## src/rtl/ctsl_pkg.sv

```systemverilog
// Overview of operation
// - Center mode reload: code 00 at period and zero match, 10 zero only.
// - Center period is 2 x prescaled clock x (period+1), duty (period+1-compare)/(period+1).
// - Counting mode bit: 0 edge-aligned, 1 center-aligned up/down.
// - Three independent events are derived from the external inputs.
// - Two-bit source select picks one of four external inputs per event.
// - Edge mode per event: 00 none, 01 rising, 10 falling, 11 both.
// - Level mode bit: 0 active while input high, 1 while low.
// - Each event gives an edge pulse and a level signal.
// - No input low-pass filter; filter fields have no effect.
// - Override select 1: trigger from event 1, value from event 2.
// - Trap select 1 connects trap to event 2; 0 disables trap.
// - Trap affects the output only while trap enable is 1.
// - Modulation select: 00 off, 01/10/11 use event 0/1/2.
// - Sync trap exit 1 aligns leaving trap to PWM period.
// - Modulation sync 1 applies modulation at period boundary, else immediately.
// - Modulation type 0 clears the status bit, 1 gates the output.
// - Passive level input sets inactive output polarity immediately.
// - Interrupt vector order: period, zero, compare up, compare down, ev0-2.
// - An interrupt pulse appears only for sources enabled with 1.
// - Diagnostic flags expose counter, hits, direction, override, trap, mod.
// - Four-bit prescaler divides module clock by 2 to the field value.
// - Edge mode wraps at period; set at compare+1, clear at count 1 after restart.
// - Center mode sets at compare+1 going up, clears at compare-1 down.
// - Edge mode loads period and compare shadows only at overflow.
package ctsl_pkg;
    localparam logic [7:0]  CTSL_STC_OFS  = 8'h00;
    localparam logic [7:0]  CTSL_TC_OFS   = 8'h04;
    localparam logic [7:0]  CTSL_INS1_OFS = 8'h08;
    localparam logic [7:0]  CTSL_INS2_OFS = 8'h0C;
    localparam logic [7:0]  CTSL_CMC_OFS  = 8'h10;
    localparam logic [7:0]  CTSL_INTE_OFS = 8'h14;
    localparam logic [7:0]  CTSL_PSC_OFS  = 8'h18;
    localparam logic [7:0]  CTSL_PRS_OFS  = 8'h1C;
    localparam logic [7:0]  CTSL_CRS_OFS  = 8'h20;
    localparam logic [7:0]  CTSL_CTRL_OFS = 8'h24;
    localparam logic [7:0]  CTSL_INTS_OFS = 8'h28;
    localparam logic [7:0]  CTSL_FLAG_OFS = 8'h2C;
    localparam int          CTSL_STM_LSB   = 1;
    localparam int          CTSL_TCM_BIT   = 0;
    localparam int          CTSL_CAPTURE_MODE_SELECT_BIT  = 3;
    localparam int          CTSL_TRAP_ENABLE_BIT = 17;
    localparam int          CTSL_SYNC_TRAP_EXIT_BIT = 21;
    localparam int          CTSL_SOFTWARE_TRAP_EXIT_BIT = 22;
    localparam int          CTSL_EMS_BIT   = 23;
    localparam int          CTSL_EMT_BIT   = 24;
    localparam int          CTSL_OFS_BIT   = 16;
    localparam int          CTSL_TS_BIT    = 17;
    localparam int          CTSL_MOS_LSB   = 18;
    localparam int          CTSL_EVLM_LSB  = 6;
    localparam int          CTSL_SRST_BIT  = 0;
    localparam logic [1:0]  CTSL_STM_ZERO  = 2'h2;
    localparam logic [31:0] CTSL_REG_RST   = 32'h0000_0000;
    localparam logic [15:0] CTSL_PRS_RST   = 16'hFFFF;
    localparam logic [15:0] CTSL_CRS_RST   = 16'h8000;

    typedef enum logic {
        CTSL_UP   = 1'b0,
        CTSL_DOWN = 1'b1
    } ctsl_dir_t;
endpackage

```

## src/rtl/ctsl_slice.sv

```systemverilog
// Chosen here: the address map and the AHB-Lite interface to the registers.
`timescale 1ns/1ps
module ctsl_slice
    import ctsl_pkg::*;
#(
    parameter logic [15:0] INIT_COUNT  = 16'h0000,
    parameter logic        INIT_DIR    = 1'b0,
    parameter logic        INIT_STATUS = 1'b0
) (
    input  wire logic        hclk,
    input  wire logic        hresetn,
    input  wire logic        hsel,
    input  wire logic [31:0] haddr,
    input  wire logic [1:0]  htrans,
    input  wire logic        hwrite,
    input  wire logic [2:0]  hsize,
    input  wire logic [31:0] hwdata,
    input  wire logic        hready,
    output logic             hreadyout,
    output logic             hresp,
    output logic [31:0]      hrdata,
    input  wire logic        ext_input_a,
    input  wire logic        ext_input_b,
    input  wire logic        ext_input_c,
    input  wire logic        ext_input_d,
    input  wire logic        passive_level_input,
    output logic             pwm_status_bit,
    output logic             pwm_out,
    output logic [6:0]       irq_status_output,
    output logic [23:0]      diag_flags
);
    // Bus slave and register file
    logic [31:0] stc_q, tc_q, ins1_q, ins2_q, cmc_q, inte_q, ctrl_q;
    logic [31:0] stc_d, tc_d, ins1_d, ins2_d, cmc_d, inte_d, ctrl_d;
    logic [3:0]  psc_q, psc_d;
    logic [15:0] prs_q, prs_d, crs_q, crs_d;
    logic [7:0]  addr_q, addr_d;
    logic        wr_q, wr_d, rd_q, rd_d, rdy_q, rdy_d;
    logic [31:0] rdata_q, rdata_d, rmux;
    logic        take;
    logic [6:0]  irq_q, irq_d;
    logic [23:0] flag_q, flag_d;

    assign take = hsel & htrans[1] & hready;

    always_comb begin
        rmux = 32'h0000_0000;
        case (addr_q)
            CTSL_STC_OFS:  rmux = stc_q;
            CTSL_TC_OFS:   rmux = tc_q;
            CTSL_INS1_OFS: rmux = ins1_q;
            CTSL_INS2_OFS: rmux = ins2_q;
            CTSL_CMC_OFS:  rmux = cmc_q;
            CTSL_INTE_OFS: rmux = inte_q;
            CTSL_PSC_OFS:  rmux = {28'h0000000, psc_q};
            CTSL_PRS_OFS:  rmux = {16'h0000, prs_q};
            CTSL_CRS_OFS:  rmux = {16'h0000, crs_q};
            CTSL_CTRL_OFS: rmux = ctrl_q;
            CTSL_INTS_OFS: rmux = {25'h0000000, irq_q};
            CTSL_FLAG_OFS: rmux = {8'h00, flag_q};
            default:       rmux = 32'h0000_0000;
        endcase
    end

    always_comb begin
        stc_d = stc_q;
        tc_d = tc_q;
        ins1_d = ins1_q;
        ins2_d = ins2_q;
        cmc_d = cmc_q;
        inte_d = inte_q;
        psc_d = psc_q;
        prs_d = prs_q;
        crs_d = crs_q;
        // Soft reset bit is a one-cycle strobe
        ctrl_d = ctrl_q & ~(32'h1 << CTSL_SRST_BIT);
        addr_d = addr_q;
        wr_d = 1'b0;
        rd_d = 1'b0;
        rdy_d = 1'b1;
        rdata_d = rdata_q;
        if (wr_q) begin
            case (addr_q)
                CTSL_STC_OFS:  stc_d = hwdata;
                CTSL_TC_OFS:   tc_d = hwdata;
                CTSL_INS1_OFS: ins1_d = hwdata;
                CTSL_INS2_OFS: ins2_d = hwdata;
                CTSL_CMC_OFS:  cmc_d = hwdata;
                CTSL_INTE_OFS: inte_d = hwdata;
                CTSL_PSC_OFS:  psc_d = hwdata[3:0];
                CTSL_PRS_OFS:  prs_d = hwdata[15:0];
                CTSL_CRS_OFS:  crs_d = hwdata[15:0];
                CTSL_CTRL_OFS: ctrl_d = hwdata;
                default:       ctrl_d = ctrl_d;
            endcase
        end
        // One wait state on reads so a write just before is visible
        if (rd_q) begin
            rdata_d = rmux;
        end
        if (take) begin
            addr_d = (haddr[31:8] == 24'h000000) ? haddr[7:0] : 8'hFF;
            wr_d = hwrite;
            rd_d = ~hwrite;
            rdy_d = hwrite;
        end
    end

    always_ff @(posedge hclk or negedge hresetn) begin
        if (!hresetn) begin
            stc_q <= CTSL_REG_RST;
            tc_q <= CTSL_REG_RST;
            ins1_q <= CTSL_REG_RST;
            ins2_q <= CTSL_REG_RST;
            cmc_q <= CTSL_REG_RST;
            inte_q <= CTSL_REG_RST;
            ctrl_q <= CTSL_REG_RST;
            psc_q <= 4'h0;
            prs_q <= CTSL_PRS_RST;
            crs_q <= CTSL_CRS_RST;
            addr_q <= 8'h00;
            wr_q <= 1'b0;
            rd_q <= 1'b0;
            rdy_q <= 1'b1;
            rdata_q <= 32'h0000_0000;
        end else begin
            stc_q <= stc_d;
            tc_q <= tc_d;
            ins1_q <= ins1_d;
            ins2_q <= ins2_d;
            cmc_q <= cmc_d;
            inte_q <= inte_d;
            ctrl_q <= ctrl_d;
            psc_q <= psc_d;
            prs_q <= prs_d;
            crs_q <= crs_d;
            addr_q <= addr_d;
            wr_q <= wr_d;
            rd_q <= rd_d;
            rdy_q <= rdy_d;
            rdata_q <= rdata_d;
        end
    end

    assign hreadyout = rdy_q;
    assign hresp = 1'b0;
    assign hrdata = rdata_q;

    // Pin inputs: three stages, a change counts when stages 2 and 3 agree
    logic [4:0] s1_q, s2_q, s3_q, pin_q, pin_d;
    always_comb begin
        pin_d = (~(s2_q ^ s3_q) & s3_q) | ((s2_q ^ s3_q) & pin_q);
    end
    always_ff @(posedge hclk or negedge hresetn) begin
        if (!hresetn) begin
            s1_q <= 5'h00;
            s2_q <= 5'h00;
            s3_q <= 5'h00;
            pin_q <= 5'h00;
        end else begin
            s1_q <= {passive_level_input, ext_input_d, ext_input_c,
                     ext_input_b, ext_input_a};
            s2_q <= s1_q;
            s3_q <= s2_q;
            pin_q <= pin_d;
        end
    end

    // Event selector; filter fields in ins2 are never read
    logic [2:0] ev_sel, ev_prev_q, ev_edge, ev_lvl;
    genvar g;
    generate
        for (g = 0; g < 3; g++) begin : g_ev
            logic [1:0] src, em;
            assign src = ins1_q[2*g +: 2];
            assign em = ins2_q[2*g +: 2];
            assign ev_sel[g] = pin_q[src];
            assign ev_edge[g] = (em[0] & ev_sel[g] & ~ev_prev_q[g]) |
                                (em[1] & ~ev_sel[g] & ev_prev_q[g]);
            assign ev_lvl[g] = ev_sel[g] ^ ins2_q[CTSL_EVLM_LSB + g];
        end
    endgenerate

    // Timer kernel and output path
    logic [14:0] pre_q, pre_d;
    logic [15:0] cnt_q, cnt_d, pr_q, pr_d, cr_q, cr_d, top;
    ctsl_dir_t   dir_q, dir_d;
    logic        st_q, st_d, trap_q, trap_d, mod_q, mod_d, out_q, out_d;
    logic        tick, center, per_hit, zero_hit, pbound, reload, srst;
    logic        set_ev, clr_ev, cu_ev, cd_ev, trap_src, mod_src, ovr;
    logic [1:0]  modulation_select;

    assign center = tc_q[CTSL_TCM_BIT];
    assign srst = ctrl_q[CTSL_SRST_BIT];
    assign tick = (pre_q == 15'((16'h1 << psc_q) - 16'h1));
    assign top = center ? 16'(pr_q + 16'h1) : pr_q;
    assign per_hit = tick & (dir_q == CTSL_UP) & (cnt_q == top);
    assign zero_hit = tick & (cnt_q == 16'h0000) &
                      (center ? (dir_q == CTSL_DOWN) : 1'b1);
    assign pbound = center ? zero_hit : per_hit;
    assign reload = center ? ((stc_q[CTSL_STM_LSB +: 2] == CTSL_STM_ZERO) ?
                    zero_hit : (per_hit | zero_hit)) : per_hit;
    assign trap_src = cmc_q[CTSL_TS_BIT] & ev_lvl[2];
    assign modulation_select = cmc_q[CTSL_MOS_LSB +: 2];
    // Decoded per code so no index runs past the three events
    assign mod_src = ((modulation_select == 2'h1) & ev_lvl[0]) |
                     ((modulation_select == 2'h2) & ev_lvl[1]) |
                     ((modulation_select == 2'h3) & ev_lvl[2]);
    assign ovr = cmc_q[CTSL_OFS_BIT] & ev_edge[1];

    always_comb begin
        pre_d = tick ? 15'h0000 : 15'(pre_q + 15'h1);
        cnt_d = cnt_q;
        dir_d = dir_q;
        pr_d = reload ? prs_q : pr_q;
        cr_d = reload ? crs_q : cr_q;
        set_ev = 1'b0;
        clr_ev = 1'b0;
        if (tick) begin
            if (!center) begin
                cnt_d = per_hit ? 16'h0000 : 16'(cnt_q + 16'h1);
                dir_d = CTSL_UP;
            end else if (dir_q == CTSL_UP) begin
                // Turn at period+1 and at zero: two ramps per PWM period
                dir_d = per_hit ? CTSL_DOWN : CTSL_UP;
                cnt_d = per_hit ? 16'(cnt_q - 16'h1) : 16'(cnt_q + 16'h1);
            end else begin
                dir_d = zero_hit ? CTSL_UP : CTSL_DOWN;
                cnt_d = zero_hit ? 16'(cnt_q + 16'h1) : 16'(cnt_q - 16'h1);
            end
            set_ev = (dir_d == CTSL_UP) & (cnt_d == 16'(cr_q + 16'h1));
            clr_ev = center ? ((dir_d == CTSL_DOWN) &
                     (cnt_d == 16'(cr_q - 16'h1))) : (cnt_d == 16'h0001);
        end
        st_d = set_ev ? 1'b1 : (clr_ev ? 1'b0 : st_q);
        mod_d = tc_q[CTSL_EMS_BIT] ? (pbound ? mod_src : mod_q) : mod_src;
        if (mod_q & ~tc_q[CTSL_EMT_BIT]) begin
            st_d = 1'b0;
        end
        if (ovr) begin
            st_d = ev_lvl[2];
        end
        // Software trap exit and capture mode bits are left unused
        if (!tc_q[CTSL_TRAP_ENABLE_BIT]) begin
            trap_d = 1'b0;
        end else if (trap_src) begin
            trap_d = 1'b1;
        end else begin
            trap_d = trap_q & tc_q[CTSL_SYNC_TRAP_EXIT_BIT] & ~pbound;
        end
        out_d = pin_q[4] ^ (st_q & ~trap_q &
                ~(mod_q & tc_q[CTSL_EMT_BIT]));
        if (srst) begin
            pre_d = 15'h0000;
            cnt_d = INIT_COUNT;
            dir_d = ctsl_dir_t'(INIT_DIR);
            st_d = INIT_STATUS;
            trap_d = 1'b0;
            mod_d = 1'b0;
            out_d = pin_q[4];
        end
        cu_ev = set_ev;
        cd_ev = center & clr_ev;
        // Event 0 sits above event 2, so the edge vector is reversed here
        irq_d = {per_hit, zero_hit, cu_ev, cd_ev, ev_edge[0], ev_edge[1],
                 ev_edge[2]} & inte_q[6:0];
        flag_d = {cnt_q, cu_ev, per_hit, zero_hit, dir_q == CTSL_DOWN,
                  ovr, ev_lvl[2], trap_q, mod_q};
    end

    always_ff @(posedge hclk or negedge hresetn) begin
        if (!hresetn) begin
            pre_q <= 15'h0000;
            cnt_q <= INIT_COUNT;
            dir_q <= ctsl_dir_t'(INIT_DIR);
            pr_q <= CTSL_PRS_RST;
            cr_q <= CTSL_CRS_RST;
            st_q <= INIT_STATUS;
            trap_q <= 1'b0;
            mod_q <= 1'b0;
            out_q <= 1'b0;
            ev_prev_q <= 3'h0;
            irq_q <= 7'h00;
            flag_q <= 24'h000000;
        end else begin
            pre_q <= pre_d;
            cnt_q <= cnt_d;
            dir_q <= dir_d;
            pr_q <= pr_d;
            cr_q <= cr_d;
            st_q <= st_d;
            trap_q <= trap_d;
            mod_q <= mod_d;
            out_q <= out_d;
            ev_prev_q <= ev_sel;
            irq_q <= irq_d;
            flag_q <= flag_d;
        end
    end

    assign pwm_status_bit = st_q;
    assign pwm_out = out_q;
    assign irq_status_output = irq_q;
    assign diag_flags = flag_q;
endmodule // ctsl_slice

```

## config.mk

```make
export PLATFORM = sky130hd
export DESIGN_NAME = ctsl_slice
export DESIGN_NICKNAME = d
export VERILOG_FILES = /design/src/rtl/ctsl_pkg.sv /design/src/rtl/ctsl_slice.sv
export SDC_FILE = /design/constraint.sdc
export NUM_CORES = 1
export LEC_CHECK = 0
export BUFFER_PORTS_ARGS = -buffer_cell sky130_fd_sc_hd__clkbuf_2
export CAP_MARGIN = 20
export CORE_MARGIN = 4
export CORE_UTILIZATION = 38
export CTS_CLUSTER_SIZE = 16
export DETAILED_ROUTE_END_ITERATION = 10
export GPL_TIMING_DRIVEN = 0
export PLACE_DENSITY_LB_ADDON = 0.15
export SYNTH_ARGS = -nofsm -noshare
export SYNTH_HDL_FRONTEND = slang
export SYNTH_SLANG_ARGS = --single-unit
```

## constraint.sdc

```tcl
create_clock -name hclk -period 4.35 [get_ports hclk]
set_input_delay 0.87 -clock hclk [delete_from_list [all_inputs] [get_ports hclk]]
set_output_delay 0.87 -clock hclk [all_outputs]
set_load 0.1 [all_outputs]
```

-- Yosys cells after proc, flatten, opt, wreduce, memory -nomap -nowiden
Cells that the tools add are included.
- add/sub/neg operators: 7
- shifts and indexed selects: 1
- bitwise operators: 61
- eq/ne operators: 21
- multipliers: 0
- magnitude comparators: 3
- reductions and logical operators: 15
- div/mod/pow operators: 0
- multiplexer cells: 50
- operator list (cell ; number):
    $pmux 32 s12 ; 1
    $mux 16 ; 9
    $add 16x1->16 const B ; 3
    $eq 16x16->1 ; 3
    $mux 1 ; 34
    $and 1x1->1 ; 32
    $eq 8x5->1 const B ; 4
    $eq 8x6->1 const B ; 4
    $sub 16x1->16 const B ; 2
    $mux 15 ; 2
    $logic_not 24->1 ; 1
    $reduce_and 2->1 ; 10
    $eq 16x1->1 const B ; 1
    $eq 8x4->1 const B ; 2
    $logic_not 16->1 ; 1
    $add 15x1->15 const B ; 1
    $eq 15x15->1 ; 1
    $shl 1x4->15 const A ; 1
    $sub 15x1->15 const B ; 1
    $not 1->1 ; 13
    $lt 2x4->1 const B ; 3
    $and 5x5->5 ; 2
    $eq 8x3->1 const B ; 1
    $logic_not 8->1 ; 1
    13 further kinds ; 25
- input bits: 79
- memories kept: 0
- output and inout port bits: 67
- flip-flop bits (word level): 425
- logic and storage cells: 190
- memory bits (writable): 0
- bits in latches: 0
- memory bits (read-only): 0

-- Depth between registers and ports, before layout
- word-level depth: 18
- depth in mapped cells: 20
- mapped depth without buffers: 16

-- Worst setup path before layout
No wires, ideal clock.
- path kind: register to register
- from: reg psc_q[3]
- to: reg st_q (netlist: pwm_status_bit)
- stages on the path, launching flop included: 21
- path buffers: 4
- period minus slack after synthesis: 4574 ps
- data required time: 4232 ps
- path slack: -224 ps
- setup time: 118 ps
- arrival: 4456 ps
- cells stage by stage: dfrtp_1 clkbuf_1 clkbuf_1 nor3_1 nand2_1 ha_1 buf_2 or3b_2 a211o_1 o211ai_1 nand4_1 or2_2 clkbuf_1 or4_1 and4_1 nor4_1 o2111ai_1 nor4_1 a41o_1 a311oi_1 a21o_1
- cells in the longest elaborated chain, start to end: 16
- elaborated cells between the ends (all ways): 32
- those cells by class: add/sub: 1; eq/ne: 4; shift: 1; mux: 18; bitwise: 7; reduce/logical: 1
- RTL lines (element ; RTL line ; text):
    start, declared ; ctsl_slice.sv:35 ; logic [3:0] psc_q, psc_d;
    start signal, assigned ; ctsl_slice.sv:134 ; psc_q <= psc_d;
    $shl 1x4->15 * ; ctsl_slice.sv:195 ; assign tick = (pre_q == 15'((16'h1 << psc_q) - 16'h1));
    $sub 15x1->15 * ; ctsl_slice.sv:195 ;
    $eq 15x15->1 * ; ctsl_slice.sv:195 ;
    $and 1x1->1, on equally long branches (2 in series) ; ctsl_slice.sv:197, ctsl_slice.sv:198 ;
    $mux 16, or another cell as far along ; ctsl_slice.sv:226 ; cnt_d = per_hit ? 16'(cnt_q - 16'h1) : 16'(cnt_q + 16'h1);
    $mux 16 or $mux 1 (tied branches) ; ctsl_slice.sv:223 ; end else if (dir_q == CTSL_UP) begin
    $mux 16 or $mux 1 (tied branches) ; ctsl_slice.sv:220 ; if (!center) begin
    $mux 16 or $mux 1 (tied branches) ; ctsl_slice.sv:219 ; if (tick) begin
    $eq 16x16->1 or $not 1->1 (tied branches) ; ctsl_slice.sv:231 ; set_ev = (dir_d == CTSL_UP) & (cnt_d == 16'(cr_q + 16'h1));
    $and 1x1->1 ; ctsl_slice.sv:231 ;
    $mux 1 ; ctsl_slice.sv:219 ;
    $mux 1 ; ctsl_slice.sv:235 ; st_d = set_ev ? 1'b1 : (clr_ev ? 1'b0 : st_q);
    $mux 1 ; ctsl_slice.sv:237 ; if (mod_q & ~tc_q[CTSL_EMT_BIT]) begin
    $mux 1 ; ctsl_slice.sv:240 ; if (ovr) begin
    $mux 1 ; ctsl_slice.sv:253 ; if (srst) begin
    end signal, assigned ; ctsl_slice.sv:291 ; st_q <= st_d;
    end, declared ; ctsl_slice.sv:188 ; logic st_q, st_d, trap_q, trap_d, mod_q, mod_d, out_q, out_d;
Mark *: on every way between the ends. The rest lies on a longest branch, timed or not. The select of a mux whose other input is x is not followed.
A chain may end at the register's enable or synchronous reset.

-- Worst setup path in the final report
- from: reg psc_q[1]
- to: reg st_q (netlist: pwm_status_bit)
Same word-level chain as after synthesis.

==> results by stage <==
Run status:
- The run finished, with violations left.
- The checks that failed: negative setup slack.

GRT:
- The initial antenna violation count was 5.
- The maximum number of pins on one net before global-route repair is around 120.
- In the global route stage, overall resource usage came out at between 20% and 30%.
- The via count of the first global-routing pass is between 15000 and 20000.
- The first global-routing pass estimated ~100 mm of wire.
- The overall overflow remaining after global route is 0.

Routing:
- The number of optimization iterations in the first detailed-route pass is 5.
- Using the TritonRoute via totals, the vias-per-cell ratio works out to between 5 and 6.
- The mean routed wirelength per cell is 26.15 um.
- In this run, the number of DRC markers left after iteration 0 of detailed routing was ~1200.
- Across all layers, the routed design uses 15590 vias.
- The remaining antenna violation count after routing is 0.
- Wires add up to ~70 mm.
- The total DRC errors in the routed layout is 0.

Pwr:
- In this run, the combinational gates consume between 10% and 20% of the power.
- The switching power total is roughly 2.7 mW.
- The net switching share of the total power is 27.54%.
- The leakage power total is ~10 nW.
- Power comes to ~9.9 mW.
- The internal cell power is ~7.2 mW.
- The clock network is responsible for 42.6% of the overall power.
- In this run the power density over the cells is 404.7 nW/um2.
- VDD sags by at most roughly 280 uV.
- Of the total power, registers draw a little over two fifths.

Setup path:
- The category of the most critical setup path is reg -> reg.
- The worst setup path is launched from a register.
- The cell with the most instances on the worst path is sky130_fd_sc_hd__or4_4.
- The largest single stage delay on the critical path is around 0.57 ns.
- STA classifies the critical path endpoint as a register.
- The endpoint arrival time on the critical path is approximately 5.4 ns.
- For the worst setup path, the data required time is ~4.9 ns.
- Along the worst path, the maximum fanout reaches 3.
- Walking the worst path, the cells encountered are or4_4, ha_4, or4bb_1, a211o_1, o211ai_1, nand4_1, or2_4, or4_4, and4_1, nor4_2, o2111ai_2, nor4_1, a41o_1, a311oi_1, a21o_1.
- The slowest stage of the critical path belongs to the cell sky130_fd_sc_hd__or4_4.

Final layout:
- The count of non-filler cells in the finished layout is ~2700.
- Cells with a size suffix above 1 make up between 30% and 40% of the layout.
- The final-stage net count is around 2000.
- Once layout is complete, the utilization of the core stands at 46.21%.
- Leaving out fill and tap cells, the most frequent cells in the layout are 389 x sky130_fd_sc_hd__dfrtp_1, 291 x sky130_fd_sc_hd__mux2_2, 137 x sky130_fd_sc_hd__clkbuf_2.
- The finished layout cell area is approximately 25000 um2.
- The library cell used most frequently in the layout, excluding fill and tap cells, is sky130_fd_sc_hd__dfrtp_1.
- The area growth from synthesis to layout is 19.45%.

Floorplan:
- The die span in y is between 200 and 250 um.
- The effective utilization at floorplan is around two fifths.
- The number of core rows is 84.
- The die outline area is approximately 58000 um2.
- From left edge to right edge, the die measures 240.5 um.
- The placeable core area is ~53000 um2.
- The I/O pin count is approximately 150.

Clock network:
- Counting along the longest clock path gives a buffer depth of 3.
- After clock tree synthesis, the clock-pin slew on the worst setup and hold paths is about 0.060 ns.
- The number of hold buffers added after CTS was 0.
- CTS placed an instance of sky130_fd_sc_hd__clkbuf_16 at the clock tree root.
- Counting every sink on the clock net gives around 430.
- TritonCTS built the clock tree.
- TritonCTS created 49 clock buffers.
- In this run the number of H-tree levels came out at 2.
- The clock reaches the later pin of the worst-skew pair after ~0.61 ns.

Flow run:
- The tool flagged a number of max-cap violations equal to 0.

STA:
- Setup violations remaining at the end of the flow were counted as 4.
- The max-slew violation total from the final report came to 0.
- The final-report hold violation count came to 0.
- The measured slew at the worst slew-check pin is ~1.2 ns.
- The final critical path takes up 112.7% of the cycle.
- The worst path setup slack after routing is -0.5543 ns.
- The worst path in the final design needs a cycle of about 4.9 ns, including I/O delays and setup.
- The final-layout worst hold slack is about 0.33 ns.
- Setup repair after global routing could not meet its margin everywhere.
- The worst relative slew slack is a little under a quarter.
- The final clock skew is 0.02544 ns.
- Based on the critical path, the design can be clocked at up to ~200 MHz.

Place:
- Including well taps, the total number of placed cells is around 2600.
- After detailed placement, the total cell area comes to approximately 22000 um2.
- Routability-driven placement finished with a final weighted congestion of slightly below 0.9.
- The half-perimeter wire length of the detailed placement result is between 50 and 60 mm.
- The count of buffers added on input and output ports is roughly 140.

Logic synthesis:
- The fraction of the yosys area taken by sequential cells is roughly 52%.
- The average size of a mapped cell is ~12 um2.
- Synthesis produced a netlist whose cell count is 1731.
- The mapped netlist covers a little over 20000 um2.
- The number of nets in the synthesized netlist is 1817.
- The number of synthesis warnings is 0.
- The most used flip-flop cell after synthesis is sky130_fd_sc_hd__dfrtp_1.
- After synthesis, the share of flip-flops with an asynchronous set or reset is between 90% and 100%.
- The flop and latch count out of synthesis is roughly 430.
- In this run, synthesis inferred 0 flip-flops with an integrated enable.
- The count of distinct cell types in the synthesized netlist is 91.

Hold path:
- The kind of path behind the tightest hold check is in -> async.
==> state kept, by name (all words and copies together), names as in the netlist, 24 cells and up, named ones only <==
register / count
tc_q: 32
ctrl_q: 32
inte_q: 32
hrdata: 32
ins2_q: 32
diag_flags: 24
stc_q: 32
ins1_q: 32
cmc_q: 32
==> power by group through the flow <==
stage,combinational [mW],sequential (mW),clock [mW]
after floorplan,0.692,4.49,0
after global placement,1.17,4.42,0
after detailed placement,1.20,4.42,0
after CTS,1.31,4.35,4.31
after global routing,1.44,4.38,4.48
final,1.34,4.36,4.23
==> per-layer routing <==
metal | global-route usage (%) | wire, um
met1 | 33.15 | 31360
met2 | 39.60 | 33180
met3 | 4.944 | 3964
met4 | 6.243 | 1712
met5 | 0 | 0
==> cells by family (layout without fill, tap and decap cells) <==
kind of cell    after synthesis  in the layout  synth area share (%)
compound gates              341            341                 12.76
xor+xnor                    111            111                 4.906
fa+ha+maj                    12             12                0.6703
buf+inv                     174            437                 3.321
flops                       425            425                 52.01
mux                         297            297                 16.44
other cells                   1              4               0.01826
simple gates                370            370                 9.872
==> area by class of cell <==
class,instances,area [um2]
fillers,4914,28550
flip-flops and latches,425,10680
multi-input cells,1132,9459
clock buffers,71,1469
repair buffers,177,1110
well taps,688,860.8
plain buffers,113,506.7
clock inverters,19,217.7
inverters,57,214.0
diodes,3,7.507
==> critical path, delay by kind of cell, from the launching register on <==
kind | cells | cell delay (ns)
flops | 1 | 0.41
compound gates | 6 | 1.30
simple gates | 8 | 2.91
fa+ha+maj | 1 | 0.18
==> Yosys cell counts, types with 12 or more instances <==
cell	count	area share [%]
sky130_fd_sc_hd__dfrtp_1	390	48
sky130_fd_sc_hd__mux2_2	291	16
sky130_fd_sc_hd__a22oi_1	85	3.1
sky130_fd_sc_hd__clkbuf_1	80	1.5
sky130_fd_sc_hd__nor2_1	76	1.4
sky130_fd_sc_hd__nand2_1	68	1.2
sky130_fd_sc_hd__xnor2_1	59	2.5
sky130_fd_sc_hd__inv_1	57	1.0
sky130_fd_sc_hd__xor2_1	49	2.1
sky130_fd_sc_hd__o21ai_0	40	0.98
sky130_fd_sc_hd__dfstp_2	35	4.5
sky130_fd_sc_hd__and3_1	34	1.0
sky130_fd_sc_hd__nand3_1	34	0.83
sky130_fd_sc_hd__a22o_1	28	1.2
sky130_fd_sc_hd__a21oi_1	26	0.63
sky130_fd_sc_hd__buf_1	26	0.48
sky130_fd_sc_hd__a221oi_1	25	1.1
sky130_fd_sc_hd__nor3_1	25	0.61
sky130_fd_sc_hd__nand4_1	22	0.67
sky130_fd_sc_hd__nor4_1	22	0.67
sky130_fd_sc_hd__o22ai_1	19	0.58
sky130_fd_sc_hd__a211oi_1	18	0.66
sky130_fd_sc_hd__a41o_1	16	0.78
sky130_fd_sc_hd__or3_1	12	0.37
==> metrics by stage <==
step	setup TNS [ns]	worst slack, ns
floorplan	0	0.02149
CTS	-1.954	-0.5171
finish	-1.754	-0.5543
global placement	-2978.70	-7.250
detailed placement	-41.90	-1.179
global route	-2.290	-0.6457
==> path summary, 6_finish.rpt <==
path | startpoint | slack, ns | depth (start not counted) | endpoint
min in group hclk | s1_q[4]$_DFF_PN0_ | 0.35 | 0 | s2_q[4]$_DFF_PN0_
max reg2reg | psc_q[1]$_DFFE_PN0P_ | -0.55 | 15 | pwm_status_bit$_DFFE_PN0P_
max in group asynchronous | hresetn | 2.35 | 3 | diag_flags[6]$_DFF_PN0_
max | psc_q[1]$_DFFE_PN0P_ | -0.55 | 15 | pwm_status_bit$_DFFE_PN0P_
min reg2reg | s1_q[4]$_DFF_PN0_ | 0.35 | 0 | s2_q[4]$_DFF_PN0_
min | hresetn | 0.33 | 1 | ins2_q[26]$_DFFE_PN0P_
==> repair_timing <==
action,in CTS,in global routing
resized for setup,53,19
setup buffers,27,10
endpoints found under the setup margin,66,53
gates cloned,1,0
pin swaps,26,22
Note: power is estimated with default switching activity, not from simulation.
